**config.mk**
```make
export PLATFORM = sky130hd
export DESIGN_NAME = cpu_core_state_regs
export DESIGN_NICKNAME = d
export VERILOG_FILES = /design/src/inc/core_state_pkg.sv /design/src/hdl/core_alu.sv /design/src/hdl/cpu_core_state_regs.sv
export SDC_FILE = /design/constraint.sdc
export NUM_CORES = 2
export LEC_CHECK = 0
export BUFFER_PORTS_ARGS = -buffer_cell sky130_fd_sc_hd__buf_2
export CAP_MARGIN = 20
export CORE_MARGIN = 1.5
export CORE_UTILIZATION = 35
export DETAILED_ROUTE_END_ITERATION = 6
export GPL_ROUTABILITY_DRIVEN = 0
export PLACE_DENSITY_LB_ADDON = 0.1
export SYNTH_ARGS = -nofsm -noshare
export SYNTH_HDL_FRONTEND = slang
export SYNTH_SLANG_ARGS = --single-unit
```
**constraint.sdc**
```tcl
create_clock -name core_clk_i -period 5.8 [get_ports core_clk_i]
set_input_delay 0.87 -clock core_clk_i [delete_from_list [all_inputs] [get_ports core_clk_i]]
set_output_delay 0.87 -clock core_clk_i [all_outputs]
set_load 0.005 [all_outputs]
```
**src/inc/core_state_pkg.sv**
```systemverilog
// Constants and types shared by the core state register block.
//
// Contract
// - Fetch next instruction while current one executes.
// - Thirty-two eight-bit registers, single-cycle access.
// - Read two operands, compute, write back, one cycle.
// - Top six registers form three 16-bit pointers.
// - Pointers support displacement, post-increment, pre-decrement.
// - Register file occupies lowest 32 data addresses.
// - I/O space reachable directly and at 0x20-0x5F.
// - Bit 7 gates every interrupt.
// - Taking interrupt clears bit 7; return sets it.
// - Bit 6 stores and loads one register bit.
// - Bit 5 records low nibble carry.
// - Bit 4 equals negative XOR overflow.
// - Bit 3 flags two's complement overflow.
// - Bits 2,1,0 hold negative, zero, carry.
// - Flags update after every ALU operation.
// - Status never saved or restored by hardware.
// - Byte push decrements, pop increments by one.
// - Calls and returns move stack pointer by two.
// - Stack pointer is two readable, writable I/O bytes.
// - Lower vector address means higher interrupt priority.
// - Core clock used undivided.
package core_state_pkg;
  localparam int unsigned REG_COUNT = 32;
  localparam int unsigned IO_COUNT = 64;
  localparam int unsigned IRQ_COUNT = 8;
  localparam logic [15:0] IO_BASE_ADDR = 16'h0020;
  localparam logic [15:0] IO_END_ADDR = 16'h005F;
  localparam logic [5:0] IO_STATUS_FLAGS = 6'h3F;
  localparam logic [5:0] IO_STACK_POINTER_HIGH = 6'h3E;
  localparam logic [5:0] IO_STACK_POINTER_LOW = 6'h3D;
  localparam logic [4:0] PTR_A_LOW = 5'h1A;
  localparam logic [4:0] PTR_B_LOW = 5'h1C;
  localparam logic [4:0] PTR_C_LOW = 5'h1E;
  localparam int unsigned FLAG_IE = 7;
  localparam int unsigned FLAG_T = 6;
  localparam int unsigned FLAG_H = 5;
  localparam int unsigned FLAG_S = 4;
  localparam int unsigned FLAG_V = 3;
  localparam int unsigned FLAG_N = 2;
  localparam int unsigned FLAG_Z = 1;
  localparam int unsigned FLAG_C = 0;
  localparam logic [7:0] STATUS_RESET = 8'h00;
  localparam logic [15:0] SP_RESET = 16'h0000;
  localparam logic [15:0] INSTR_RESET = 16'h0000;
  typedef enum logic [3:0] {
    ALU_NONE = 4'h0,
    ALU_ADD = 4'h1,
    ALU_ADC = 4'h2,
    ALU_SUB = 4'h3,
    ALU_SBC = 4'h4,
    ALU_AND = 4'h5,
    ALU_OR = 4'h6,
    ALU_XOR = 4'h7,
    ALU_MOV = 4'h8,
    ALU_INC = 4'h9,
    ALU_DEC = 4'hA
  } alu_op_t;
  typedef enum logic [2:0] {
    SP_HOLD = 3'h0,
    SP_PUSH1 = 3'h1,
    SP_POP1 = 3'h2,
    SP_PUSH2 = 3'h3,
    SP_POP2 = 3'h4
  } sp_op_t;
  typedef enum logic [1:0] {
    PTR_DISP = 2'h0,
    PTR_POST_INC = 2'h1,
    PTR_PRE_DEC = 2'h2
  } ptr_mode_t;
endpackage

```
**src/hdl/core_alu.sv**
```systemverilog
`timescale 1ns/1ps
// Single-cycle ALU producing a result and the arithmetic flags.
module core_alu (
  input wire core_state_pkg::alu_op_t op_i,
  input wire logic [7:0] a_i,
  input wire logic [7:0] b_i,
  input wire logic carry_i,
  output logic [7:0] res_o,
  output logic [5:0] flags_o
);
  import core_state_pkg::*;
  logic [8:0] sum;
  logic [4:0] nib;
  logic v;
  logic n;
  logic arith;
  always_comb begin
    sum = {1'b0, a_i};
    nib = {1'b0, a_i[3:0]};
    v = 1'b0;
    arith = 1'b1;
    case (op_i)
      ALU_ADD, ALU_ADC: begin
        sum = {1'b0, a_i} + {1'b0, b_i} + {8'h00, (op_i == ALU_ADC) & carry_i};
        nib = {1'b0, a_i[3:0]} + {1'b0, b_i[3:0]} + {4'h0, (op_i == ALU_ADC) & carry_i};
        v = (a_i[7] == b_i[7]) && (sum[7] != a_i[7]);
      end
      ALU_SUB, ALU_SBC: begin
        sum = {1'b0, a_i} - {1'b0, b_i} - {8'h00, (op_i == ALU_SBC) & carry_i};
        nib = {1'b0, a_i[3:0]} - {1'b0, b_i[3:0]} - {4'h0, (op_i == ALU_SBC) & carry_i};
        v = (a_i[7] != b_i[7]) && (sum[7] != a_i[7]);
      end
      ALU_INC: begin
        sum = {carry_i, a_i + 8'h01};
        v = (a_i == 8'h7F);
      end
      ALU_DEC: begin
        sum = {carry_i, a_i - 8'h01};
        v = (a_i == 8'h80);
      end
      ALU_AND: begin
        sum = {carry_i, a_i & b_i};
        arith = 1'b0;
      end
      ALU_OR: begin
        sum = {carry_i, a_i | b_i};
        arith = 1'b0;
      end
      ALU_XOR: begin
        sum = {carry_i, a_i ^ b_i};
        arith = 1'b0;
      end
      ALU_MOV: begin
        sum = {carry_i, b_i};
        arith = 1'b0;
      end
      default: begin
        sum = {carry_i, a_i};
        arith = 1'b0;
      end
    endcase
    res_o = sum[7:0];
    n = sum[7];
    // Flag order matches status bits 5 down to 0; logic ops leave half carry at zero.
    flags_o[5] = arith & nib[4];
    flags_o[4] = n ^ v;
    flags_o[3] = v;
    flags_o[2] = n;
    flags_o[1] = (sum[7:0] == 8'h00);
    flags_o[0] = sum[8];
  end
endmodule

```
**src/hdl/cpu_core_state_regs.sv**
```systemverilog
`timescale 1ns/1ps
// Architectural state of the core: fetch stage, register file, status and stack pointer.
module cpu_core_state_regs (
  input wire logic core_clk_i,
  input wire logic arst_n_i,
  input wire logic [15:0] fetch_word_i,
  input wire logic fetch_valid_i,
  input wire core_state_pkg::alu_op_t alu_op_i,
  input wire logic [4:0] dst_sel_i,
  input wire logic [4:0] src_sel_i,
  input wire logic use_imm_i,
  input wire logic [7:0] imm_i,
  input wire logic bit_store_i,
  input wire logic bit_load_i,
  input wire logic [2:0] bit_idx_i,
  input wire logic set_ie_i,
  input wire logic clear_ie_i,
  input wire logic irq_taken_i,
  input wire logic irq_return_i,
  input wire core_state_pkg::sp_op_t sp_op_i,
  input wire logic ptr_en_i,
  input wire logic [1:0] ptr_sel_i,
  input wire core_state_pkg::ptr_mode_t ptr_mode_i,
  input wire logic [5:0] ptr_disp_i,
  input wire logic data_wr_i,
  input wire logic data_rd_i,
  input wire logic [15:0] data_addr_i,
  input wire logic [7:0] data_wdata_i,
  input wire logic io_wr_i,
  input wire logic io_rd_i,
  input wire logic [5:0] io_addr_i,
  input wire logic [7:0] io_rdata_i,
  input wire logic [core_state_pkg::IRQ_COUNT-1:0] irq_req_i,
  output logic [15:0] instr_o,
  output logic [7:0] data_rdata_o,
  output logic [15:0] ptr_addr_o,
  output logic [15:0] table_addr_o,
  output logic [7:0] status_o,
  output logic [15:0] stack_pointer_o,
  output logic irq_pending_o,
  output logic [2:0] irq_vector_o,
  output logic [5:0] periph_addr_o,
  output logic [7:0] periph_wdata_o,
  output logic periph_wr_o,
  output logic periph_rd_o
);
  import core_state_pkg::*;

  logic [7:0] regs_q [REG_COUNT];
  logic [7:0] status_q;
  logic [15:0] sp_q;
  logic [15:0] instr_q;
  logic [7:0] rdata_q;
  logic [15:0] ptr_addr_q;
  logic [15:0] table_addr_q;
  logic irq_pending_q;
  logic [2:0] irq_vector_q;
  logic [5:0] periph_addr_q;
  logic [7:0] periph_wdata_q;
  logic periph_wr_q;
  logic periph_rd_q;
  logic [7:0] op_a;
  logic [7:0] op_b;
  logic [7:0] alu_res;
  logic [5:0] alu_flags;
  logic [4:0] ptr_low;
  logic [15:0] ptr_cur;
  logic [15:0] ptr_next;
  logic [15:0] ptr_eff;
  logic mem_reg_hit;
  logic mem_io_hit;
  logic [5:0] mem_io_addr;
  logic io_hit;
  logic [5:0] io_sel;
  logic io_we;
  logic io_re;
  logic [7:0] io_wdata;
  logic [2:0] irq_first;
  logic irq_any;
  logic status_wr;
  logic spl_wr;
  logic sph_wr;
  logic io_own;
  logic ptr_upd;

  // Operands are read combinationally so the ALU finishes in the same cycle.
  assign op_a = regs_q[dst_sel_i];
  assign op_b = use_imm_i ? imm_i : regs_q[src_sel_i];

  core_alu u_alu (
    .op_i(alu_op_i),
    .a_i(op_a),
    .b_i(op_b),
    .carry_i(status_q[FLAG_C]),
    .res_o(alu_res),
    .flags_o(alu_flags)
  );

  // Pointer pair selection and address generation.
  always_comb begin
    case (ptr_sel_i)
      2'h0: ptr_low = PTR_A_LOW;
      2'h1: ptr_low = PTR_B_LOW;
      default: ptr_low = PTR_C_LOW;
    endcase
    ptr_cur = {regs_q[ptr_low + 5'h01], regs_q[ptr_low]};
    case (ptr_mode_i)
      PTR_POST_INC: begin
        ptr_eff = ptr_cur;
        ptr_next = ptr_cur + 16'h0001;
      end
      PTR_PRE_DEC: begin
        ptr_eff = ptr_cur - 16'h0001;
        ptr_next = ptr_cur - 16'h0001;
      end
      default: begin
        ptr_eff = ptr_cur + {10'h000, ptr_disp_i};
        ptr_next = ptr_cur;
      end
    endcase
  end

  // Data-space decode: registers low, then the I/O window.
  assign mem_reg_hit = (data_addr_i < 16'(REG_COUNT));
  assign mem_io_hit = (data_addr_i >= IO_BASE_ADDR) && (data_addr_i <= IO_END_ADDR);
  assign mem_io_addr = 6'(data_addr_i - IO_BASE_ADDR);
  assign io_hit = io_wr_i | io_rd_i;
  assign io_sel = io_hit ? io_addr_i : mem_io_addr;
  assign io_we = io_wr_i | (data_wr_i & mem_io_hit);
  assign io_re = io_rd_i | (data_rd_i & mem_io_hit);
  assign io_wdata = data_wdata_i;

  // Writes to the core's own I/O bytes are decoded once and shared below.
  assign status_wr = io_we && io_sel == IO_STATUS_FLAGS;
  assign spl_wr = io_we && io_sel == IO_STACK_POINTER_LOW;
  assign sph_wr = io_we && io_sel == IO_STACK_POINTER_HIGH;
  assign io_own = io_sel == IO_STATUS_FLAGS || io_sel == IO_STACK_POINTER_LOW
    || io_sel == IO_STACK_POINTER_HIGH;
  assign ptr_upd = ptr_en_i && ptr_mode_i != PTR_DISP;

  // Register file writes; ALU result wins over a data-space store to the same cycle.
  always_ff @(posedge core_clk_i or negedge arst_n_i) begin
    if (!arst_n_i) begin
      for (int i = 0; i < REG_COUNT; i++) begin
        regs_q[i] <= 8'h00;
      end
    end else begin
      if (ptr_upd) begin
        regs_q[ptr_low] <= ptr_next[7:0];
        regs_q[ptr_low + 5'h01] <= ptr_next[15:8];
      end
      if (data_wr_i && mem_reg_hit) begin
        regs_q[data_addr_i[4:0]] <= data_wdata_i;
      end
      if (bit_load_i) begin
        regs_q[dst_sel_i][bit_idx_i] <= status_q[FLAG_T];
      end else if (alu_op_i != ALU_NONE) begin
        regs_q[dst_sel_i] <= alu_res;
      end
    end
  end

  // Status flags. Interrupt entry is not allowed to touch the result flags.
  always_ff @(posedge core_clk_i or negedge arst_n_i) begin
    if (!arst_n_i) begin
      status_q <= STATUS_RESET;
    end else if (status_wr) begin
      // A taken interrupt still drops the enable while software rewrites the byte.
      status_q <= {io_wdata[FLAG_IE] & ~irq_taken_i, io_wdata[6:0]};
    end else begin
      if (alu_op_i != ALU_NONE) begin
        status_q[5:0] <= alu_flags;
      end
      if (bit_store_i) begin
        status_q[FLAG_T] <= op_a[bit_idx_i];
      end
      if (irq_taken_i || clear_ie_i) begin
        status_q[FLAG_IE] <= 1'b0;
      end else if (irq_return_i || set_ie_i) begin
        status_q[FLAG_IE] <= 1'b1;
      end
    end
  end

  // Stack pointer grows downward; software writes take priority.
  always_ff @(posedge core_clk_i or negedge arst_n_i) begin
    if (!arst_n_i) begin
      sp_q <= SP_RESET;
    end else if (spl_wr) begin
      sp_q[7:0] <= io_wdata;
    end else if (sph_wr) begin
      sp_q[15:8] <= io_wdata;
    end else begin
      case (sp_op_i)
        SP_PUSH1: sp_q <= sp_q - 16'h0001;
        SP_POP1: sp_q <= sp_q + 16'h0001;
        SP_PUSH2: sp_q <= sp_q - 16'h0002;
        SP_POP2: sp_q <= sp_q + 16'h0002;
        default: sp_q <= sp_q;
      endcase
    end
  end

  // Prefetch register: the next word is latched while the current one executes.
  always_ff @(posedge core_clk_i or negedge arst_n_i) begin
    if (!arst_n_i) begin
      instr_q <= INSTR_RESET;
    end else if (fetch_valid_i) begin
      instr_q <= fetch_word_i;
    end
  end

  // Peripheral forwarding; the core's own bytes are never passed on as peripheral writes.
  always_ff @(posedge core_clk_i or negedge arst_n_i) begin
    if (!arst_n_i) begin
      periph_addr_q <= 6'h00;
      periph_wdata_q <= 8'h00;
      periph_wr_q <= 1'b0;
      periph_rd_q <= 1'b0;
    end else begin
      periph_addr_q <= io_sel;
      periph_wdata_q <= io_wdata;
      periph_wr_q <= io_we && !io_own;
      periph_rd_q <= io_re;
    end
  end

  // Read data stands one cycle and then returns to zero, so a stale byte is never re-read.
  always_ff @(posedge core_clk_i or negedge arst_n_i) begin
    if (!arst_n_i) begin
      rdata_q <= 8'h00;
    end else if (data_rd_i && mem_reg_hit) begin
      rdata_q <= regs_q[data_addr_i[4:0]];
    end else if (io_re && io_sel == IO_STATUS_FLAGS) begin
      rdata_q <= status_q;
    end else if (io_re && io_sel == IO_STACK_POINTER_LOW) begin
      rdata_q <= sp_q[7:0];
    end else if (io_re && io_sel == IO_STACK_POINTER_HIGH) begin
      rdata_q <= sp_q[15:8];
    end else if (io_re) begin
      rdata_q <= io_rdata_i;
    end else begin
      rdata_q <= 8'h00;
    end
  end

  // Effective address of the pointer pair selected in this cycle.
  always_ff @(posedge core_clk_i or negedge arst_n_i) begin
    if (!arst_n_i) begin
      ptr_addr_q <= 16'h0000;
    end else begin
      ptr_addr_q <= ptr_eff;
    end
  end

  // The third pair also addresses program-memory tables.
  always_ff @(posedge core_clk_i or negedge arst_n_i) begin
    if (!arst_n_i) begin
      table_addr_q <= 16'h0000;
    end else begin
      table_addr_q <= {regs_q[PTR_C_LOW + 5'h01], regs_q[PTR_C_LOW]};
    end
  end

  // Lowest request index wins, which is the lowest vector address.
  always_comb begin
    irq_first = 3'h0;
    irq_any = 1'b0;
    for (int i = IRQ_COUNT - 1; i >= 0; i--) begin
      if (irq_req_i[i]) begin
        irq_first = 3'(i);
        irq_any = 1'b1;
      end
    end
  end

  // A disable or an interrupt entry in the same cycle masks pending at once.
  always_ff @(posedge core_clk_i or negedge arst_n_i) begin
    if (!arst_n_i) begin
      irq_pending_q <= 1'b0;
    end else begin
      irq_pending_q <= irq_any && status_q[FLAG_IE] && !clear_ie_i && !irq_taken_i;
    end
  end

  always_ff @(posedge core_clk_i or negedge arst_n_i) begin
    if (!arst_n_i) begin
      irq_vector_q <= 3'h0;
    end else begin
      irq_vector_q <= irq_first;
    end
  end

  assign instr_o = instr_q;
  assign data_rdata_o = rdata_q;
  assign ptr_addr_o = ptr_addr_q;
  assign table_addr_o = table_addr_q;
  assign status_o = status_q;
  assign stack_pointer_o = sp_q;
  assign irq_pending_o = irq_pending_q;
  assign irq_vector_o = irq_vector_q;
  assign periph_addr_o = periph_addr_q;
  assign periph_wdata_o = periph_wdata_q;
  assign periph_wr_o = periph_wr_q;
  assign periph_rd_o = periph_rd_q;
endmodule

```
Yosys cells after proc, flatten, opt, wreduce, memory -nomap -nowiden:

Index checks and enable logic that the tools add are counted.
Widths: inputs -> output; s select.

* output and inout port bits: 100
* input bits: 115
* word-level logic and storage cells: 255
* register bits: 356

* reduce and logical (&&, ||, !) cells: 44
* $add $sub $neg: 19
* bitwise logic cells: 20
* muxes and demuxes: 77
* equality and inequality tests: 33
* magnitude comparators: 14

Operator list (count)
* $bwmux 256: 5
* $mux 256: 4
* $bmux 8 s5: 5
* $demux 8 s5: 5
* $mux 8: 25
* $pmux 9 s8: 1
* $pmux 16 s2: 2
* $pmux 16 s4: 1
* $add 16x1->16 const B: 2
* $sub 16x1->16 const B: 2
* $ge 6x6->1 const B: 5
* $not 5->6: 5
* $lt 6x1->1 const B: 4
* $mux 3: 8
* $logic_and 1x1->1: 21
* $eq 6x6->1 const B: 3
* $add 16x2->16 const B: 1
* $add 16x6->16: 1
* $eq 4x3->1 const B: 4
* $ge 16x6->1 const B: 1
* $le 16x7->1 const B: 1
* $lt 16x6->1 const B: 1
* $sub 16x2->16 const B: 1
* $mux 1: 14
* 52 further kinds: 85

Longest topological paths before layout:

* depth in word-level cells: 17
* mapped depth: 23
* gate-level depth less buffers: 17

Modules after synthesis:

Synthesis repeated with hierarchy kept, for this count alone.

* cells, all modules: 3980
* area total of the unflattened synthesis: 34526.9 µm²

By module, submodules not included
* cpu_core_state_regs: times used 1, area each 32423.6 µm², cells an instance 3687, seq. area each 8908.5 µm²
* core_alu: times used 1, area each 2103.3 µm², cells an instance 293, seq. area each 0.0 µm²

Least setup slack after synthesis:

Ideal clock, no wire load.

* kind: input to register
* from: input src_sel_i[0]
* to: register status_q[1], in the netlist status_o[1]
* stages on the path: 19
* data arrival time: 5.758 ns
* path buffers: 4
* required time: 5.724 ns
* setup time: 0.076 ns
* slack: -0.035 ns
* cells stage by stage: buf_6 -> buf_4 -> buf_4 -> buf_2 -> mux4_2 -> mux4_2 -> mux2i_1 -> o21ai_0 -> fa_1 -> a21o_1 -> a21oi_1 -> o21bai_1 -> a2111o_1 -> and3_1 -> or3_1 -> a21oi_1 -> o22ai_2 -> or4_1 -> o21ai_1

* cells in the longest elaborated chain, start to end: 11
* elaborated cells on any way between the ends: 16
* classes of those cells: add/sub (4); mux (7); bitwise (4); reduce/logical (1)

RTL lines
* start, declared: line cpu_core_state_regs.sv:10 `input wire logic [4:0] src_sel_i,`
* $not 5->6 (not written as such) (*): line cpu_core_state_regs.sv:88 `assign op_b = use_imm_i ? imm_i : regs_q[src_sel_i];`
* $bmux 8 s5 (*): line cpu_core_state_regs.sv:88
* $mux 8 (not written as such) (*) (2 in series): line cpu_core_state_regs.sv:88
* $mux 8 (*): line cpu_core_state_regs.sv:88
* $sub 8x8->9 or $add 8x8->9 (tied branches): line core_alu.sv:29, core_alu.sv:24
* $sub 9x1->9 or $add 9x1->9 (tied branches): line core_alu.sv:29, core_alu.sv:24
* $pmux 9 s8 (*): line core_alu.sv:22 `case (op_i)`
* $logic_not 8->1 (*): line core_alu.sv:69 `flags_o[1] = (sum[7:0] == 8'h00);`
* $mux 6 (*): line cpu_core_state_regs.sv:171 `if (alu_op_i != ALU_NONE) begin`
* $mux 8 (*): line cpu_core_state_regs.sv:167 `end else if (status_wr) begin`
* end signal, assigned: line cpu_core_state_regs.sv:169 `status_q <= {io_wdata[FLAG_IE] & ~irq_taken_i, io_wdata[6:0]};`
* end signal, assigned: line cpu_core_state_regs.sv:172 `status_q[5:0] <= alu_flags;`
* end signal, assigned by index: line cpu_core_state_regs.sv:175 `status_q[FLAG_T] <= op_a[bit_idx_i];`
* end, declared: line cpu_core_state_regs.sv:50 `logic [7:0] status_q;`

Mark *: on every way between the ends. The rest lies on a longest branch, timed or not. The select of a mux whose other input is x is not followed.
A chain may end at the register's enable or synchronous reset.

Final worst setup path:

* from: input src_sel_i[0]
* to: register regs_q[103] (netlist name)

* cells in the longest elaborated chain, start to end: 11
* elaborated cells on any way between the ends: 16
* classes of those cells: add/sub (4); mux (8); bitwise (4)

RTL lines
* $not 5->6 (not written as such) (*): line cpu_core_state_regs.sv:88
* $bmux 8 s5 (*): line cpu_core_state_regs.sv:88
* $mux 8 (not written as such) (*) (2 in series): line cpu_core_state_regs.sv:88
* $mux 8 (*): line cpu_core_state_regs.sv:88
* $sub 8x8->9 or $add 8x8->9 (tied branches): line core_alu.sv:29, core_alu.sv:24
* $sub 9x1->9 or $add 9x1->9 (tied branches): line core_alu.sv:29, core_alu.sv:24
* $pmux 9 s8 (*): line core_alu.sv:22
* $bwmux 256 (*): line cpu_core_state_regs.sv:158 `regs_q[dst_sel_i] <= alu_res;`
* $mux 256 (*): line cpu_core_state_regs.sv:157 `end else if (alu_op_i != ALU_NONE) begin`
* $mux 256 (*): line cpu_core_state_regs.sv:155 `if (bit_load_i) begin`
* end signal, assigned by index: line cpu_core_state_regs.sv:153 `regs_q[data_addr_i[4:0]] <= data_wdata_i;`
* end signal, assigned by index: line cpu_core_state_regs.sv:156 `regs_q[dst_sel_i][bit_idx_i] <= status_q[FLAG_T];`
* end signal, assigned by index: line cpu_core_state_regs.sv:158
* end, declared: line cpu_core_state_regs.sv:49 `logic [7:0] regs_q [REG_COUNT];`

Marked as above.

==> results.json <==
{
  "synth_edf_count": 0,
  "clock_sinks": 356,
  "vias": 33900,
  "grt_util_met3": 0.0744,
  "ys.flop_type": "dfrtp_1",
  "worstMarginPinSlew_ns": 1.35,
  "top_usage_layer": "met2",
  "grtUsageMet1": 0.431,
  "drive_above_1_share": 0.221,
  "cp-start-kind": "input pin",
  "placed_area_sq_um": 36700,
  "grt_pass1_wl_mm": 233,
  "use_met2": 0.490,
  "min_period_ns": 5.38,
  "dieWidth_microns": 313,
  "postRouteAntennaNets": 0,
  "path_class": "in2reg",
  "wl_mm": 162,
  "synth_area_sq_um": 33700,
  "fin_area_sq_um": 38500,
  "skew_ns": 0.0236,
  "cts_resized": 0,
  "slew_headroom": 0.101,
  "track_usage": 0.321,
  "core-area_sq_um": 95300,
  "htree_levels": 2,
  "drc_errors": 0,
  "port_buffers": 214,
  "clkTransAtPathRegs_ns": 0.06,
  "yosys.area.top_type": "dfrtp_1",
  "leakage_uw": 0.0150,
  "row_count": 113,
  "first_pass_iters": 6,
  "cts-hold-fix-buffers": 0,
  "dp.final_hpwl_mm": 113,
  "worstPathMaxFanout": 13,
  "crit_slowest_cell": "mux4_2",
  "cts_tree": "yes",
  "critPathArrivalTime_ns": 5.88,
  "setup_viol": 0,
  "grt_pass1_vias": 31500,
  "max_freq_mhz": 186,
  "cts_root_buf": "clkbuf_16",
  "whs_ns": 0.267,
  "yosysSeqAreaShare": 0.264,
  "power.density_nw_per_um2": 347,
  "ys_top_cells_by_area": "dfrtp_1 (26%), mux4_2 (13%), mux2i_1 (8.3%), o311ai_0 (5.7%), o21ai_0 (4.8%)",
  "antenna_found_initial": 10,
  "hold_class": "in2async",
  "rsz0062_at_grt": "no",
  "required_ns": 6.30,
  "period_share": 0.928,
  "die_h_microns": 313,
  "nets": 4049,
  "drtIter0Drc": 3945,
  "cts_made_buffers": 50,
  "critPathCaptureType": "flip-flop",
  "viasPerCell": 6.57,
  "syn_to_final_growth_pct": 14.2,
  "syn_inst": 3780,
  "yosys_warnings": 0,
  "vdd_drop_max_uv": 205,
  "max_cap_viol_count": 0,
  "grt_max_degree": 201,
  "routedWlPerCell_microns": 31.4,
  "clock_latency_ns": 0.63,
  "critPathTopFamily": "compound AO/OA/AOI/OAI gates",
  "initial_utilization": 0.354,
  "drv_slew": 0,
  "overflow": 0,
  "yosys.area.top_type_share": 0.264,
  "total_power_uw": 13400,
  "cp_common_cell": "buf_4",
  "post_cts_buffers": 0,
  "syn_nets": 3975,
  "hold_violations": 0,
  "clock_tree.buffer_depth": 3,
  "design.portCount": 215,
  "path_buf_inv": 6,
  "cpPeakStageDelay_ns": 0.53,
  "crit_path_cell_trace": "buf_4 -> buf_12 -> buf_12 -> mux4_2 -> mux4_2 -> mux2i_1 -> buf_4 -> o21ai_1 -> buf_4 -> ha_1 -> a21o_1 -> a21oi_1 -> o21bai_1 -> a2111o_1 -> and3_1 -> or3_1 -> a21oi_1 -> o22ai_4 -> buf_4 -> o311ai_1 -> nand2_1",
  "die_area_sq_um": 98300,
  "synth_cell_type_count": 83,
  "outcome": "finished, final reports clean",
  "syn_area_per_cell_sq_um": 8.93,
  "async_reset_ff_frac": 1.00,
  "ys_ff_latch": 356
}
==> cell usage after synthesis, types with 66 or more instances <==
master / number
nand2_1: 367
dfrtp_1: 356
o21ai_0: 323
clkbuf_1: 301
mux2i_1: 280
o21ai_1: 272
nor2_1: 218
o311ai_0: 218
mux4_2: 190
a21oi_1: 157
mux2_2: 127
ha_1: 72
nor3_1: 66
==> power breakdown <==
group / internal [uW] / switching [uW]
combinational: 2570 / 3360
sequential: 3030 / 971
clock: 2100 / 1340
total: 7700 / 5670
==> layer usage <==
metal | vias to the layer above | wire (microns)
met5 | - | 38
met4 | 8 | 8510
met3 | 408 | 15900
met2 | 1901 | 70300
met1 | 16800 | 67000
li1 | 14800 | -
==> final cells by class <==
cell class                      instances  area, sq um
Clock buffer                           70         1500
Multi-Input combinational cell       2975        23200
Sequential cell                       356         8910
Antenna cell                            2         5.00
Timing Repair Buffer                  413         2860
Clock inverter                         21          290
Inverter                               58          218
Tap cell                             1265         1580
Fill cell                            9587        56800
==> layout by cell type (no fill, tap or decap), drive strengths merged, types with 48 or more instances in the layout <==
cell and count:
nor3 66, a21oi 158, inv 54, o311ai 226, clkbuf 70, a31oi 48
mux4 190, mux2i 281, nand2 367, buf 413, o21ai 595, ha 72
nor2 218, xnor2 48, mux2 170, dfrtp 356
==> final timing paths <==
| check | start | end | slack [ns] | cells past startpoint |
|---|---|---|---|---|
| setup / recovery | src_sel_i[0] | regs_q[103] | 0.42 | 21 |
| hold / removal | arst_n_i | periph_wdata_o[2] | 0.27 | 1 |
| max in group asynchronous | arst_n_i | regs_q[87] | 4.20 | 2 |
| setup reg to reg | regs_q[97] | regs_q[103] | 0.61 | 18 |
| hold reg to reg | instr_o[9] | instr_o[9] | 0.50 | 1 |
| min in group core_clk_i | irq_taken_i | status_o[7] | 0.43 | 2 |
==> sequential cells by signal, indices dropped and copies added (netlist names) <==
register,flops
periph_wr_o,1
regs_q,256
table_addr_o,16
periph_addr_o,6
stack_pointer_o,16
periph_rd_o,1
irq_vector_o,3
periph_wdata_o,8
instr_o,16
data_rdata_o,8
status_o,8
irq_pending_o,1
ptr_addr_o,16
==> cell families (layout without fill, tap and decap cells) <==
logic type / count (synthesis) / count (layout) / synth area share
AO/OA/AOI/OAI: 1335 / 1335 / 0.254
XOR/XNOR: 69 / 69 / 0.0179
adder cells (fa/ha/maj): 80 / 80 / 0.0314
buffers and inverters: 449 / 562 / 0.0527
flip-flops: 356 / 356 / 0.264
multiplexers: 641 / 641 / 0.267
other: 0 / 2 / 0
AND/OR/NAND/NOR: 850 / 850 / 0.113
==> metrics by stage <==
step,setup WS (ns),TNS (ns),utilization,std cells
final,0.415,0,0.404,5160
after floorplan,0.000641,0,-,3780
after global routing,0.193,0,0.404,5159
after detailed placement,-0.170,-1.55,0.386,5067
after CTS,0.460,0,0.404,5158
after global placement,-0.179,-1.34,0.385,5066
Power figures use the tool's default switching activity.
